### config.mk
export PLATFORM = sky130hd
export DESIGN_NAME = status_framer
export DESIGN_NICKNAME = d
export VERILOG_FILES = /design/src/rtl/framer_pkg.sv /design/src/rtl/loader_watch.sv /design/src/rtl/status_framer.sv
export SDC_FILE = /design/constraint.sdc
export NUM_CORES = 1
export LEC_CHECK = 0
export BUFFER_PORTS_ARGS = -buffer_cell sky130_fd_sc_hd__buf_2
export CORE_MARGIN = 2
export CORE_UTILIZATION = 51
export CTS_BUF_LIST = sky130_fd_sc_hd__clkbuf_4 sky130_fd_sc_hd__clkbuf_8 sky130_fd_sc_hd__clkbuf_16
export CTS_CLUSTER_DIAMETER = 50
export DETAILED_ROUTE_END_ITERATION = 8
export PLACE_DENSITY = 0.77
export SKIP_CTS_REPAIR_TIMING = 1
export SLEW_MARGIN = 20
export SYNTH_ARGS = -nofsm -noshare
export SYNTH_HDL_FRONTEND = slang
export SYNTH_SLANG_ARGS = --single-unit
### constraint.sdc
create_clock -name clk_i -period 3.2 [get_ports clk_i]
set_input_delay 0.16 -clock clk_i [delete_from_list [all_inputs] [get_ports clk_i]]
set_output_delay 0.16 -clock clk_i [all_outputs]
set_load 0.005 [all_outputs]
### src/rtl/framer_pkg.sv
package framer_pkg;

  // ----------------------------------------------------------------
  // Frame constants
  // ----------------------------------------------------------------
  localparam logic [7:0]  START_DELIM    = 8'h7E;
  localparam logic [7:0]  TYPE_UPDATE    = 8'hA0;
  localparam logic [7:0]  TYPE_ROUTE     = 8'hA1;
  localparam logic [7:0]  OPT_NONE       = 8'h00;
  localparam logic [7:0]  OPT_ACKED      = 8'h01;
  localparam logic [7:0]  OPT_BCAST      = 8'h02;
  localparam logic [7:0]  CSUM_BASE      = 8'hFF;
  localparam logic [7:0]  NO_BLOCK       = 8'h00;
  localparam logic [15:0] UPDATE_LEN     = 16'h0016;
  localparam logic [15:0] ROUTE_BASE_LEN = 16'h000D;

  // ----------------------------------------------------------------
  // Byte offsets within a frame
  // ----------------------------------------------------------------
  localparam int unsigned IDX_W = 6;
  localparam logic [IDX_W-1:0] OFS_START    = 6'h00;
  localparam logic [IDX_W-1:0] OFS_LEN_HI   = 6'h01;
  localparam logic [IDX_W-1:0] OFS_LEN_LO   = 6'h02;
  localparam logic [IDX_W-1:0] OFS_TYPE     = 6'h03;
  localparam logic [IDX_W-1:0] OFS_SRC64    = 6'h04;
  localparam logic [IDX_W-1:0] OFS_NET16    = 6'h0C;
  localparam logic [IDX_W-1:0] OFS_NET16_LO = 6'h0D;
  localparam logic [IDX_W-1:0] OFS_OPTS     = 6'h0E;
  localparam logic [IDX_W-1:0] OFS_MSG      = 6'h0F;
  localparam logic [IDX_W-1:0] OFS_COUNT    = 6'h0F;
  localparam logic [IDX_W-1:0] OFS_BLOCK    = 6'h10;
  localparam logic [IDX_W-1:0] OFS_HOPS     = 6'h10;
  localparam logic [IDX_W-1:0] OFS_TARGET   = 6'h11;
  localparam logic [IDX_W-1:0] TARGET_END   = 6'h19;

  // ----------------------------------------------------------------
  // Hop list sizing
  // ----------------------------------------------------------------
  localparam int unsigned HOP_CNT_W = 4;
  localparam int unsigned MAX_HOPS  = 8;
  localparam logic [HOP_CNT_W-1:0] HOP_LIMIT = 4'h8;

  // ----------------------------------------------------------------
  // Loader wait timing
  // ----------------------------------------------------------------
  localparam int unsigned WAIT_W = 34;
  localparam logic [63:0] CLK_HZ          = 64'd200_000_000;
  localparam logic [63:0] LOADER_WAIT_S   = 64'd75;
  localparam logic [63:0] LOADER_WAIT_CYC = LOADER_WAIT_S * CLK_HZ;

  // ----------------------------------------------------------------
  // Types
  // ----------------------------------------------------------------
  typedef enum logic [7:0] {
    MSG_ACK         = 8'h06,
    MSG_NACK        = 8'h15,
    MSG_NO_LINK_ACK = 8'h40,
    MSG_QUERY       = 8'h51,
    MSG_QUERY_RSP   = 8'h52
  } loader_msg_t;

  typedef enum logic {
    KIND_UPDATE = 1'b0,
    KIND_ROUTE  = 1'b1
  } frame_kind_t;

  typedef enum logic [1:0] {
    ST_IDLE = 2'b00,
    ST_SEND = 2'b01
  } tx_state_t;

  typedef struct packed {
    frame_kind_t                 kind;
    logic [63:0]                 src64;
    logic [15:0]                 net16;
    logic                        acked;
    logic                        bcast;
    loader_msg_t                 msg;
    logic                        block_valid;
    logic [7:0]                  block;
    logic [63:0]                 target64;
    logic [HOP_CNT_W-1:0]        hop_cnt;
    logic [MAX_HOPS-1:0][15:0]   hops;
  } frame_req_t;

  // ----------------------------------------------------------------
  // Helper functions
  // ----------------------------------------------------------------
  // Hop count clamped to the list capacity
  function automatic logic [HOP_CNT_W-1:0] hops_used(input frame_req_t r);
    return (r.hop_cnt > HOP_LIMIT) ? HOP_LIMIT : r.hop_cnt;
  endfunction : hops_used

  // Length field: type byte through last data byte
  function automatic logic [15:0] frame_len(input frame_req_t r);
    return (r.kind == KIND_ROUTE) ? ROUTE_BASE_LEN + 16'({hops_used(r), 1'b0}) : UPDATE_LEN;
  endfunction : frame_len

  // Byte p of a 64-bit value, most significant first
  function automatic logic [7:0] pick64(input logic [63:0] v, input logic [2:0] p);
    logic [5:0] sh;
    sh = {~p, 3'b000};
    return v[sh +: 8];
  endfunction : pick64

  // Receive options encoding
  function automatic logic [7:0] opts_byte(input frame_req_t r);
    return r.bcast ? OPT_BCAST : (r.acked ? OPT_ACKED : OPT_NONE);
  endfunction : opts_byte

  // Frame byte at an index, checksum excluded
  function automatic logic [7:0] byte_at(input frame_req_t r, input logic [IDX_W-1:0] idx);
    logic [15:0]      len;
    logic [IDX_W-1:0] rel;
    logic [IDX_W-1:0] trel;
    logic [IDX_W-1:0] hrel;
    logic [7:0]       b;
    len  = frame_len(r);
    rel  = idx - OFS_SRC64;
    trel = idx - OFS_TARGET;
    hrel = idx - OFS_HOPS;
    b    = 8'h00;
    if (idx == OFS_START) b = START_DELIM;
    else if (idx == OFS_LEN_HI) b = len[15:8];
    else if (idx == OFS_LEN_LO) b = len[7:0];
    else if (idx == OFS_TYPE) b = (r.kind == KIND_ROUTE) ? TYPE_ROUTE : TYPE_UPDATE;
    else if (idx < OFS_NET16) b = pick64(r.src64, rel[2:0]);
    else if (idx == OFS_NET16) b = r.net16[15:8];
    else if (idx == OFS_NET16_LO) b = r.net16[7:0];
    else if (idx == OFS_OPTS) b = opts_byte(r);
    else if (r.kind == KIND_UPDATE)
    begin
      if (idx == OFS_MSG) b = r.msg;
      else if (idx == OFS_BLOCK) b = r.block_valid ? r.block : NO_BLOCK;
      else if (idx < TARGET_END) b = pick64(r.target64, trel[2:0]);
    end
    else
    begin
      if (idx == OFS_COUNT) b = 8'(hops_used(r));
      else if (hrel[0] == 1'b0) b = r.hops[hrel[3:1]][15:8];
      else b = r.hops[hrel[3:1]][7:0];
    end
    return b;
  endfunction : byte_at

endpackage : framer_pkg

### src/rtl/loader_watch.sv
// --------------------------------------------------------------------
// Tracks the remote loader state from emitted update status frames
// --------------------------------------------------------------------
module loader_watch #(
  parameter logic [framer_pkg::WAIT_W-1:0] WAIT_CYCLES =
    framer_pkg::LOADER_WAIT_CYC[framer_pkg::WAIT_W-1:0]
) (
  input  wire logic                     clk_i,
  input  wire logic                     arst_n_i,
  input  wire logic                     ev_i,
  input  wire framer_pkg::loader_msg_t  msg_i,
  output logic                          waiting_o,
  output logic                          inactive_o
);

  logic [framer_pkg::WAIT_W-1:0] cnt_q;
  logic                          expire;

  assign expire = waiting_o && (cnt_q == WAIT_CYCLES - 1'b1);

  // Waiting flag: a new message wins over expiry in the same cycle
  always_ff @(posedge clk_i or negedge arst_n_i)
  begin
    if (!arst_n_i) waiting_o <= 1'b0;
    else if (ev_i) waiting_o <= (msg_i == framer_pkg::MSG_NACK);
    else if (expire) waiting_o <= 1'b0;
  end

  // Quiet time counter, restarted by every message
  always_ff @(posedge clk_i or negedge arst_n_i)
  begin
    if (!arst_n_i) cnt_q <= '0;
    else if (ev_i || !waiting_o) cnt_q <= '0;
    else cnt_q <= cnt_q + 1'b1;
  end

  // Inactive loader flag
  always_ff @(posedge clk_i or negedge arst_n_i)
  begin
    if (!arst_n_i) inactive_o <= 1'b0;
    else if (ev_i) inactive_o <= (msg_i == framer_pkg::MSG_QUERY);
  end
endmodule : loader_watch

### src/rtl/status_framer.sv
// --------------------------------------------------------------------
// Update status and route record frame builder
// --------------------------------------------------------------------
module status_framer #(
  parameter logic [framer_pkg::WAIT_W-1:0] WAIT_CYCLES =
    framer_pkg::LOADER_WAIT_CYC[framer_pkg::WAIT_W-1:0]
) (
  input  wire logic                    clk_i,
  input  wire logic                    arst_n_i,
  input  wire logic                    req_valid_i,
  input  wire framer_pkg::frame_req_t  req_i,
  output logic                         req_ready_o,
  output logic [7:0]                   tx_data_o,
  output logic                         tx_valid_o,
  input  wire logic                    tx_ready_i,
  output logic                         loader_waiting_o,
  output logic                         loader_inactive_o
);

  // ------------------------------------------------------------------
  // State and datapath signals
  // ------------------------------------------------------------------
  framer_pkg::tx_state_t           state_q;
  framer_pkg::frame_req_t          req_q;
  logic [framer_pkg::IDX_W-1:0]    cur_q;
  logic [7:0]                      sum_q;
  logic [15:0]                     len_w;
  logic [framer_pkg::IDX_W-1:0]    last_idx;
  logic [framer_pkg::IDX_W-1:0]    nxt_idx;
  logic [7:0]                      sum_next;
  logic [7:0]                      nxt_byte;
  logic                            accept;
  logic                            advance;
  logic                            frame_done;
  logic                            upd_ev;

  // Handshakes and frame bounds
  assign accept     = req_valid_i && req_ready_o;
  assign advance    = tx_valid_o && tx_ready_i;
  assign len_w      = framer_pkg::frame_len(req_q);
  assign last_idx   = framer_pkg::IDX_W'(len_w + 16'(framer_pkg::OFS_TYPE));
  assign frame_done = advance && (state_q == framer_pkg::ST_SEND) && (cur_q == last_idx);
  assign nxt_idx    = cur_q + 1'b1;

  // Running sum over type byte through last data byte
  assign sum_next = (cur_q >= framer_pkg::OFS_TYPE) ? sum_q + tx_data_o : sum_q;

  // Next byte: checksum at the end, field bytes otherwise
  assign nxt_byte = (nxt_idx == last_idx) ? framer_pkg::CSUM_BASE - sum_next
                                          : framer_pkg::byte_at(req_q, nxt_idx);

  // ------------------------------------------------------------------
  // Control
  // ------------------------------------------------------------------
  // Frame sequencer
  always_ff @(posedge clk_i or negedge arst_n_i)
  begin
    if (!arst_n_i) state_q <= framer_pkg::ST_IDLE;
    else
    begin
      case (state_q)
        framer_pkg::ST_IDLE: if (accept) state_q <= framer_pkg::ST_SEND;
        framer_pkg::ST_SEND: if (frame_done) state_q <= framer_pkg::ST_IDLE;
        default:             state_q <= framer_pkg::ST_IDLE;
      endcase
    end
  end

  // Request ready, high only while no frame is in flight
  always_ff @(posedge clk_i or negedge arst_n_i)
  begin
    if (!arst_n_i) req_ready_o <= 1'b1;
    else if (accept) req_ready_o <= 1'b0;
    else if (frame_done) req_ready_o <= 1'b1;
  end

  // Request capture, fields stay fixed for the whole frame
  always_ff @(posedge clk_i or negedge arst_n_i)
  begin
    if (!arst_n_i) req_q <= '0;
    else if (accept) req_q <= req_i;
  end

  // ------------------------------------------------------------------
  // Byte stream
  // ------------------------------------------------------------------
  // Output byte, index and valid
  always_ff @(posedge clk_i or negedge arst_n_i)
  begin
    if (!arst_n_i)
    begin
      tx_valid_o <= 1'b0;
      tx_data_o  <= 8'h00;
      cur_q      <= framer_pkg::OFS_START;
    end
    else if (accept)
    begin
      tx_valid_o <= 1'b1;
      tx_data_o  <= framer_pkg::START_DELIM;
      cur_q      <= framer_pkg::OFS_START;
    end
    else if (advance)
    begin
      if (cur_q == last_idx) tx_valid_o <= 1'b0;
      else
      begin
        cur_q     <= nxt_idx;
        tx_data_o <= nxt_byte;
      end
    end
  end

  // Checksum accumulator
  always_ff @(posedge clk_i or negedge arst_n_i)
  begin
    if (!arst_n_i) sum_q <= 8'h00;
    else if (accept) sum_q <= 8'h00;
    else if (advance) sum_q <= sum_next;
  end

  // ------------------------------------------------------------------
  // Loader state tracking
  // ------------------------------------------------------------------
  assign upd_ev = frame_done && (req_q.kind == framer_pkg::KIND_UPDATE);

  loader_watch #(
    .WAIT_CYCLES (WAIT_CYCLES)
  ) u_loader_watch (
    .clk_i      (clk_i),
    .arst_n_i   (arst_n_i),
    .ev_i       (upd_ev),
    .msg_i      (req_q.msg),
    .waiting_o  (loader_waiting_o),
    .inactive_o (loader_inactive_o)
  );

  logic is_upd;
  logic is_rte;
  assign is_upd = tx_valid_o && (req_q.kind == framer_pkg::KIND_UPDATE);
  assign is_rte = tx_valid_o && (req_q.kind == framer_pkg::KIND_ROUTE);
endmodule : status_framer

=== Word-level counts from Yosys, hierarchy flattened ===
Index checks and enable logic that the tools add are counted.

* Bits in registers: 358
* Bits in latches: 0
* Bits in writable memories: 0
* ROM bits: 0
* Bits of input ports: 300
* Output and inout port bits: 12
* Word-level logic and storage cells: 123
* Memories: 0

* Add/sub/neg operators: 9
* Multipliers: 0
* Div/mod/pow operators: 0
* $lt $le $gt $ge: 5
* Eq/ne operators: 17
* Shift operators: 2
* Mux-type cells: 43
* Bitwise operators: 3
* Reductions and logical operators: 17

{| class="wikitable"
|+ Operator list
! cell !! count
|-
| two-way mux 8 bit || 22
|-
| indexed part select 64 x 7 -> 8 bit || 2
|-
| binary-select mux 16 bit (select 3 bit) || 1
|-
| adder 34 x 1 -> 34 bit (second input constant) || 1
|-
| equality test 34 bit (second input constant) || 1
|-
| two-way mux 34 bit || 1
|-
| equality test 6 x 4 -> 1 bit (second input constant) || 4
|-
| two-way mux 6 bit || 4
|-
| two-way mux 16 bit || 1
|-
| equality test 6 x 2 -> 1 bit (second input constant) || 2
|-
| equality test 6 bit || 2
|-
| two-way mux 1 bit || 9
|-
| adder 8 bit || 1
|-
| equality test 8 x 5 -> 1 bit (second input constant) || 1
|-
| equality test 8 x 7 -> 1 bit (second input constant) || 1
|-
| nonzero test 2 bit || 4
|-
| subtractor 8 bit (first input constant) || 1
|-
| adder 4 x 5 -> 6 bit (first input constant) || 1
|-
| adder 6 x 1 -> 6 bit (second input constant) || 1
|-
| adder 6 x 2 -> 6 bit (second input constant) || 1
|-
| equality test 6 x 1 -> 1 bit (second input constant) || 1
|-
| equality test 6 x 5 -> 1 bit (second input constant) || 1
|-
| greater-or-equal comparator 6 x 2 -> 1 bit (second input constant) || 1
|-
| logical AND 1 bit || 6
|-
| other kinds (19) || 26
|}

=== Logic depth before layout (Yosys ltp) ===
Gate-level depths: netlist (run 1).

* Word-level depth: 20
* Mapped depth: 16
* Depth with buffers taken out: 11

=== Hierarchy ===
From an unflattened synthesis (run 1), not the netlist that was laid out.

* Cells, all modules: 1978
* Area, all modules: 17890.9 sq um

{| class="wikitable"
|+ Modules (own cells, without submodules)
! module !! instances !! cells each !! area an instance (sq um) !! sequential area each (sq um)
|-
| status_framer || 1 || 1774 || 15969.1 || 8034.0
|-
| loader_watch || 1 || 204 || 1921.8 || 900.9
|}

=== Worst setup path before layout (run 1) ===
No wires, ideal clock.

* Kind: flip-flop to flip-flop
* Start: register cur_q[0] (netlist bit)
* End: register tx_data_o[7]
* Library setup time: 0.142 ns
* Arrival time: 3.286 ns
* Data required time: 3.058 ns
* Slack: -0.228 ns
* Cell stages (with the launch flop): 16
* Path buffers: 6
* Clock period less this slack: 3.428 ns
* Cell sequence: dfrtp_1 buf_2 buf_6 buf_4 buf_2 inv_2 ha_1 buf_4 buf_2 mux4_2 mux2i_1 o2bb2ai_1 a211oi_1 o21ai_0 o21ai_1 o221ai_1

* Cells in the longest elaborated chain, start to end: 20
* Elaborated cells between the ends (all ways): 46
* Classes of those cells: add/sub (5); order compare (3); eq/ne (11); shift (2); mux (21); bitwise (2); reduce/logical (2)

{| class="wikitable"
|+ Ends and longest elaborated chain
! element !! RTL line !! text
|-
| start: declaration || status_framer.sv:25 || <nowiki>logic [framer_pkg::IDX_W-1:0] cur_q;</nowiki>
|-
| start signal: assignment || status_framer.sv:94 || <nowiki>cur_q <= framer_pkg::OFS_START;</nowiki>
|-
| start signal: assignment || status_framer.sv:100 || <nowiki>cur_q <= framer_pkg::OFS_START;</nowiki>
|-
| start signal: assignment || status_framer.sv:107 || <nowiki>cur_q <= nxt_idx;</nowiki>
|-
| adder 6 x 1 -> 6 bit || status_framer.sv:43 || <nowiki>assign nxt_idx = cur_q + 1'b1;</nowiki>
|-
| subtractor 3 x 1 -> 3 bit || framer_pkg.sv:120 || <nowiki>trel = idx - OFS_TARGET;</nowiki>
|-
| NOT 3 bit || framer_pkg.sv:102 || <nowiki>sh = {~p, 3'b000};</nowiki>
|-
| indexed part select 64 x 7 -> 8 bit || framer_pkg.sv:103 || <nowiki>return v[sh +: 8];</nowiki>
|-
| two-way mux 8 bit || framer_pkg.sv:135 || <nowiki>else if (idx < TARGET_END) b = pick64(r.target64, trel[2:0]);</nowiki>
|-
| two-way mux 8 bit || framer_pkg.sv:134 || <nowiki>else if (idx == OFS_BLOCK) b = r.block_valid ? r.block : NO_BLOCK;</nowiki>
|-
| two-way mux 8 bit || framer_pkg.sv:133 || <nowiki>if (idx == OFS_MSG) b = r.msg;</nowiki>
|-
| two-way mux 8 bit || framer_pkg.sv:131 || <nowiki>else if (r.kind == KIND_UPDATE)</nowiki>
|-
| (+4 left out) || - ||
|-
| two-way mux 8 bit || framer_pkg.sv:126 || <nowiki>else if (idx == OFS_TYPE) b = (r.kind == KIND_ROUTE) ? TYPE_ROUTE : TYPE_UPDATE;</nowiki>
|-
| two-way mux 8 bit || framer_pkg.sv:125 || <nowiki>else if (idx == OFS_LEN_LO) b = len[7:0];</nowiki>
|-
| two-way mux 8 bit || framer_pkg.sv:124 || <nowiki>else if (idx == OFS_LEN_HI) b = len[15:8];</nowiki>
|-
| two-way mux 8 bit || framer_pkg.sv:123 || <nowiki>if (idx == OFS_START) b = START_DELIM;</nowiki>
|-
| two-way mux 8 bit || status_framer.sv:49 || <nowiki>assign nxt_byte = (nxt_idx == last_idx) ? framer_pkg::CSUM_BASE - sum_next</nowiki>
|-
| two-way mux 8 bit || status_framer.sv:104 || <nowiki>if (cur_q == last_idx) tx_valid_o <= 1'b0;</nowiki>
|-
| two-way mux 8 bit || status_framer.sv:102 || <nowiki>else if (advance)</nowiki>
|-
| two-way mux 8 bit || status_framer.sv:96 || <nowiki>else if (accept)</nowiki>
|-
| end signal: assignment || status_framer.sv:99 || <nowiki>tx_data_o <= framer_pkg::START_DELIM;</nowiki>
|-
| end signal: assignment || status_framer.sv:108 || <nowiki>tx_data_o <= nxt_byte;</nowiki>
|-
| end: declaration || status_framer.sv:13 || <nowiki>output logic [7:0] tx_data_o,</nowiki>
|}

Several ways; a longest one is shown, not always the timed one. The select of a mux whose other input is x is not followed.
A chain may end at the register's enable or synchronous reset.

=== Worst setup path in the final report (run 1) ===
* Start: register cur_q[0] (netlist bit)
* End: register tx_data_o[0]

The elaborated chain is that of the path after synthesis.

==> results of run 1 <==
-- critical path: stages (launching register included) --
cell	delay, ns
dfrtp_4	0.46
ha_1	0.28
buf_4	0.27
and3_1	0.31
nand3_1	0.11
o221a_2	0.27
nor4_4	0.30
buf_4	0.20
nand3_1	0.25
a211oi_1	0.45
a221o_1	0.17
-- area by class of cell --
class	instances	area (sq um)	share of cell area
Antenna cell	3	7.51	0.000306
Clock buffer	61	1280	0.0521
Clock inverter	16	231	0.00945
Inverter	14	52.6	0.00214
Multi-Input combinational cell	1506	8240	0.336
Sequential cell	357	8940	0.365
Tap cell	455	569	0.0232
Timing Repair Buffer	666	5180	0.212
-- metal layers --
metal / wire (um) / track usage / vias to the layer above
met1: 24800 / 0.422 / 8603
met3: 5790 / 0.0519 / 315
met2: 31700 / 0.454 / 1202
met4: 3950 / 0.109 / 0
li1: - / - / 7739
met5: 0 / 0 / -
-- power by group --
part	leakage [nW]	switching, mW	internal, mW
clock	0.756	1.96	3.20
combinational	6.92	0.245	0.382
sequential	4.93	0	4.51
-- cells by family (layout without fill, tap and decap cells) --
logic type / Yosys count / count (layout)
AND/OR/NAND/NOR: 1218 / 1218
AO/OA/AOI/OAI: 133 / 133
adder cells (fa/ha/maj): 14 / 14
XOR/XNOR: 54 / 54
flip-flops: 357 / 357
other: 0 / 3
multiplexers: 87 / 87
buffers and inverters: 132 / 757
-- worst paths after layout --
kind                            start                 endpoint  slack (ns)
setup / recovery             cur_q[0]             tx_data_o[0]        0.05
hold / removal             tx_ready_i                 sum_q[5]        0.15
setup reg to reg             cur_q[0]             tx_data_o[0]        0.05
hold reg to reg            req_q[268]               req_q[268]        0.47
max in group asynchronous    arst_n_i  u_loader_watch.cnt_q[7]        1.92
min in group asynchronous    arst_n_i               req_q[108]        0.24
-- flip-flops by register name, indices dropped and copies added, names as in the netlist --
register	count
state_q	1
u_loader_watch.inactive_o	1
sum_q	8
req_q	296
cur_q	6
u_loader_watch.waiting_o	1
tx_valid_o	1
req_ready_o	1
tx_data_o	8
u_loader_watch.cnt_q	34
-- cell usage in the layout, fill, tap and decap left out, types with 23 or more instances in the layout --
master	count
mux2i_1	27
dfrtp_1	354
a21oi_1	31
xnor2_1	23
clkbuf_16	47
nand2_1	977
nor2_1	95
xor2_1	29
buf_2	310
buf_4	40
dlygate4sd3_1	298
nand3_1	33
mux4_2	55
-- metrics by stage --
stage	util	setup WS [ns]	TNS (ns)	instance area [sq um]	hold WS, ns
after floorplan	-	0.00992	0	17700	-0.136
after CTS	0.622	0.0114	0	21400	-0.273
after global placement	0.579	0.126	0	19900	0.263
final	0.713	0.0465	0	24500	0.154
after detailed placement	0.579	0.0511	0	19900	0.272
after global routing	0.713	-0.127	-0.172	24500	0.157
==> impl_metrics.env, run 1 <==
export IMPL_fillers=2370
export IMPL_clk_path_buf_depth=3
export IMPL_setup_viol_count_final=0
export IMPL_grt_overflow_total=0
export IMPL_viasPerCell=5.80
export IMPL_cts_tree="done"
export IMPL_final_nets=2902
export IMPL_area_growth_pct=38.2
export IMPL_synth_xor_area_frac=0.0288
export IMPL_synth_flop_cell="dfrtp_1"
export IMPL_die_area_sq_um=36300
export IMPL_clock_sinks=357
export IMPL_status="complete, no violations"
export IMPL_drtPass1Iterations=6
export IMPL_slew_headroom=0.255
export IMPL_drt_total_wl_um=66300
export IMPL_synth_area_sq_um=17700
export IMPL_fin_crit_sh=0.985
export IMPL_synth_largest_area_cell="dfrtp_1"
export IMPL_die_h_um=190
export IMPL_drive_gt1_frac=0.206
export IMPL_drt_first_iter_violations=1881
export IMPL_max_freq_ghz=0.317
export IMPL_rr_worst_depth=10
export IMPL_core_sq_um=34400
export IMPL_worst_pin_slew_ns=1.12
export IMPL_place_congestion=0.980
export IMPL_cts_root_buf="clkbuf_16"
export IMPL_wl_per_cell_um=21.5
export IMPL_crit_fanout=17
export IMPL_placedCellCount=2698
export IMPL_required_ns=3.66
export IMPL_antenna_found_initial=1
export IMPL_synth_edff_count=0
export IMPL_grt_max_degree=202
export IMPL_drv_cap=0
export IMPL_async_reset_ff_frac=1.00
export IMPL_whs_path_depth=3
export IMPL_ys_ff_latch=357
export IMPL_cts_inserted_buffers=43
export IMPL_p_total_mw=10.3
export IMPL_yosysWarnings=0
export IMPL_track_usage=0.295
export IMPL_ctsHtreeMaxLevel=2
export IMPL_worstPathArrival_ns=3.61
export IMPL_clk_insertion_delay_late_ns=0.54
export IMPL_worstSetupEndpointType="flop"
export IMPL_synth_area_top_cells="dfrtp_1, nand2_1, mux4_2, nor2_1, mux2i_1"
export IMPL_worstSetupPathType="reg -> reg"
export IMPL_clk_pin_slew_ns=0.06
export IMPL_synth_top_family_by_area="simple AND/OR/NAND/NOR gates"
export IMPL_yosys_area_top_type_share=0.502
export IMPL_synth_compound_area_frac=0.0517
export IMPL_max_vdd_ir_drop_v=0.000344
export IMPL_ant_nets=0
export IMPL_synth_simple_area_share=0.281
export IMPL_synthAdderAreaFrac=0.0103
export IMPL_die_w_um=190
export IMPL_syn_nets=2309
export IMPL_synth_distinct_cells=84
export IMPL_startpoint_type="flop"
export IMPL_dp_hpwl_um=38300
export IMPL_syn_area_per_cell_sq_um=8.89
export IMPL_grt_pass1_wl_um=82900
export IMPL_synthCells=1995
export IMPL_rows=68
export IMPL_stdcell_count=3078
export IMPL_skew_ns=0.0327
export IMPL_hold_violations=0
export IMPL_synth_most_common_cell="nand2_1"
export IMPL_synth_common_cells="nand2_1, dfrtp_1, nor2_1, clkbuf_1, mux4_2"
export IMPL_finalMaxSlewViolations=0
export IMPL_power_density_nw_per_um2=421
export IMPL_synth_mux_area_frac=0.0899
export IMPL_ys_seq_area_frac=0.504
export IMPL_io_buffers=311
export IMPL_vias=17859
export IMPL_drc=0
export IMPL_io_pins=312
export IMPL_leakagePower_nw=12.6
export IMPL_grt_pass1_vias=15403
export IMPL_layout_min_cycle_time_ns=3.15
export IMPL_start_util=0.516
export IMPL_hold_path_class="in -> reg"
No activity file was read; power rests on OpenSTA's default activity.
==> run 2: changes to the inputs <==
--- a/config.mk
+++ b/config.mk
@@ -5,11 +5,12 @@
 export SDC_FILE = /design/constraint.sdc
 export NUM_CORES = 1
 export LEC_CHECK = 0
-export BUFFER_PORTS_ARGS = -buffer_cell sky130_fd_sc_hd__buf_2
+export BUFFER_PORTS_ARGS = -buffer_cell sky130_fd_sc_hd__buf_4
 export CORE_MARGIN = 2
 export CORE_UTILIZATION = 51
 export CTS_BUF_LIST = sky130_fd_sc_hd__clkbuf_4 sky130_fd_sc_hd__clkbuf_8 sky130_fd_sc_hd__clkbuf_16
 export CTS_CLUSTER_DIAMETER = 50
+export CTS_CLUSTER_SIZE = 8
 export DETAILED_ROUTE_END_ITERATION = 8
 export PLACE_DENSITY = 0.77
 export SKIP_CTS_REPAIR_TIMING = 1
==> run 2 against run 1 <==
Compared with the run above: combinational power rose by 17%; design area rose by 2.7%; power rose by 2.1%; clock power rose by 2%; sequential power barely moved; clock skew fell by 0.0090 ns; maximum frequency rose by 0.19%; critical path depth did not move.
==> impl_metrics.env, run 2 (same netlist as run 1, synthesis figures left out) <==
export IMPL_start_util=0.516
export IMPL_drive_gt1_frac=0.200
export IMPL_worstSetupPathType="reg -> reg"
export IMPL_fin_crit_sh=0.984
export IMPL_layout_min_cycle_time_ns=3.15
export IMPL_die_w_um=190
export IMPL_track_usage=0.302
export IMPL_multi_input_area_sq_um=8210
export IMPL_whs_ns=0.119
export IMPL_rsz0062_at_grt="true"
export IMPL_crit_buf_inv=1
export IMPL_ant_nets=0
export IMPL_drc=0
export IMPL_grt_overflow_total=0
export IMPL_top_regs="req_q x296, u_loader_watch.cnt_q x34"
export IMPL_wl_per_cell_um=21.3
export IMPL_critPathTopFamily="compound AO/OA/AOI/OAI gates"
export IMPL_worstPathArrival_ns=3.61
export IMPL_worstSetupEndpointType="flop"
export IMPL_comb_power_share=0.070
export IMPL_drv_cap=0
export IMPL_path_cells="ha_1, buf_4, nand3_1, and3_1, o31ai_1, nor4_4, nand4bb_1, a2111oi_1, o21ai_2, o221ai_1"
export IMPL_fillers=2311
export IMPL_cts_inserted_buffers=54
export IMPL_clk_pin_slew_ns=0.05
export IMPL_clk_insertion_delay_late_ns=0.57
export IMPL_die_area_sq_um=36300
export IMPL_p_sw_mw=2.27
export IMPL_drt_first_iter_violations=1851
export IMPL_grt_pass1_vias=15692
export IMPL_viasPerCell=5.70
export IMPL_hold_violations=0
export IMPL_area_growth_pct=42.0
export IMPL_seqPwrFrac=0.430
export IMPL_power_density_nw_per_um2=418
export IMPL_post_route_util=0.732
export IMPL_status="complete, no violations"
export IMPL_hold_path_class="in -> reg"
export IMPL_drtPass1Iterations=7
export IMPL_crit_path_max_incr_delay_ns=0.55
export IMPL_io_pins=312
export IMPL_clock_sinks=357
export IMPL_vias=17545
export IMPL_cts_root_buf="clkbuf_16"
export IMPL_ctsHtreeMaxLevel=2
export IMPL_clkPwrFrac=0.500
export IMPL_clk_path_buf_depth=3
export IMPL_place_congestion=0.935
export IMPL_crit_fanout=17
export IMPL_largest_register="req_q"
export IMPL_final_common_cell="nand2_1"
export IMPL_cts_tree="done"
export IMPL_max_freq_ghz=0.318
export IMPL_die_h_um=190
export IMPL_p_total_mw=10.5
export IMPL_final_nets=2910
export IMPL_finalMaxSlewViolations=0
export IMPL_largest_register_ff_count=296
export IMPL_final_cell_mix="nand2_1, dfrtp_1, buf_4"
export IMPL_core_sq_um=34400
export IMPL_worst_pin_slew_ns=0.981
export IMPL_p_int_mw=8.25
export IMPL_switching_share=0.216
export IMPL_required_ns=3.66
export IMPL_io_buffers=311
export IMPL_max_vdd_ir_drop_v=0.000346
export IMPL_grt_max_degree=200
export IMPL_startpoint_type="flop"
export IMPL_setup_viol_count_final=0
export IMPL_slew_headroom=0.346
export IMPL_skew_ns=0.0238
export IMPL_cp_slowest_cell="a2111oi_1"
export IMPL_dp_hpwl_um=38900
export IMPL_rows=68
export IMPL_final_seq_area_sq_um=8940
export IMPL_drt_total_wl_um=65600
export IMPL_antenna_found_initial=6
export IMPL_leakagePower_nw=12.8
export IMPL_grt_pass1_wl_um=85100
-- run 2: cell count changes in the layout (fill, tap and decap cells not counted), sizes merged --
cell / previous run / this run
inv: 17 / 15
clkbuf: 63 / 65
buf: 366 / 365
diode: 3 / 7
clkinv: 7 / 6
bufinv: 5 / 1
-- run 2: layer usage --
metal | part of all wire | vias to the layer above | wire (um) | global-route usage
met3 | 0.079 | 295 | 5180 | 0.0532
met2 | 0.49 | 1017 | 31900 | 0.473
met5 | 0.00023 | - | 15 | 0
met1 | 0.38 | 8495 | 24800 | 0.428
met4 | 0.057 | 2 | 3740 | 0.105
li1 | - | 7736 | - | -
-- run 2: cell type report --
type                            instances  area share
Tap cell                              455      0.0226
Clock buffer                           65      0.0582
Multi-Input combinational cell       1506       0.326
Antenna cell                            7    0.000696
Sequential cell                       357       0.355
Inverter                               14     0.00209
Clock inverter                          9     0.00318
Timing Repair Buffer                  663       0.232
-- run 2: stage by stage --
step / worst slack (ns) / area (sq um) / instances / TNS [ns]
finish: 0.0526 / 25200 / 3076 / 0
global route: -0.00338 / 25200 / 3074 / -0.00338
CTS: 0.124 / 22200 / 2771 / 0
detailed placement: 0.116 / 20600 / 2697 / 0
global placement: 0.150 / 20600 / 2697 / 0
floorplan: 0.00992 / 17700 / 1995 / 0
-- run 2: worst reg2reg max path: cells and delay by family (launching register included) --
family / cells / cell delay (ns)
AO/OA/AOI/OAI: 4 / 1.21
AND/OR/NAND/NOR: 4 / 0.87
flip-flops: 1 / 0.43
adder cells (fa/ha/maj): 1 / 0.28
buffers and inverters: 1 / 0.28
-- run 2: power groups by stage --
stage / Clock (mW) / Sequential [mW] / Combinational, mW
2_1_floorplan: 0 / 4.60 / 0.00416
3_3_place_gp: 0 / 4.60 / 0.407
3_5_place_dp: 0 / 4.60 / 0.409
4_1_cts: 5.23 / 4.52 / 0.411
5_1_grt: 5.48 / 4.52 / 0.778
6_report: 5.26 / 4.52 / 0.733
-- run 2: path summary, 6_finish.rpt --
kind,slack [ns],endpoint,from,cells past startpoint
max in group asynchronous,1.88,req_q[134],arst_n_i,3
min reg2reg,0.47,req_q[46],req_q[46],2
max reg2reg,0.05,tx_data_o[7],cur_q[0],10
max,0.05,tx_data_o[7],cur_q[0],10
min,0.12,sum_q[5],tx_ready_i,3
min in group asynchronous,0.22,req_q[107],arst_n_i,2
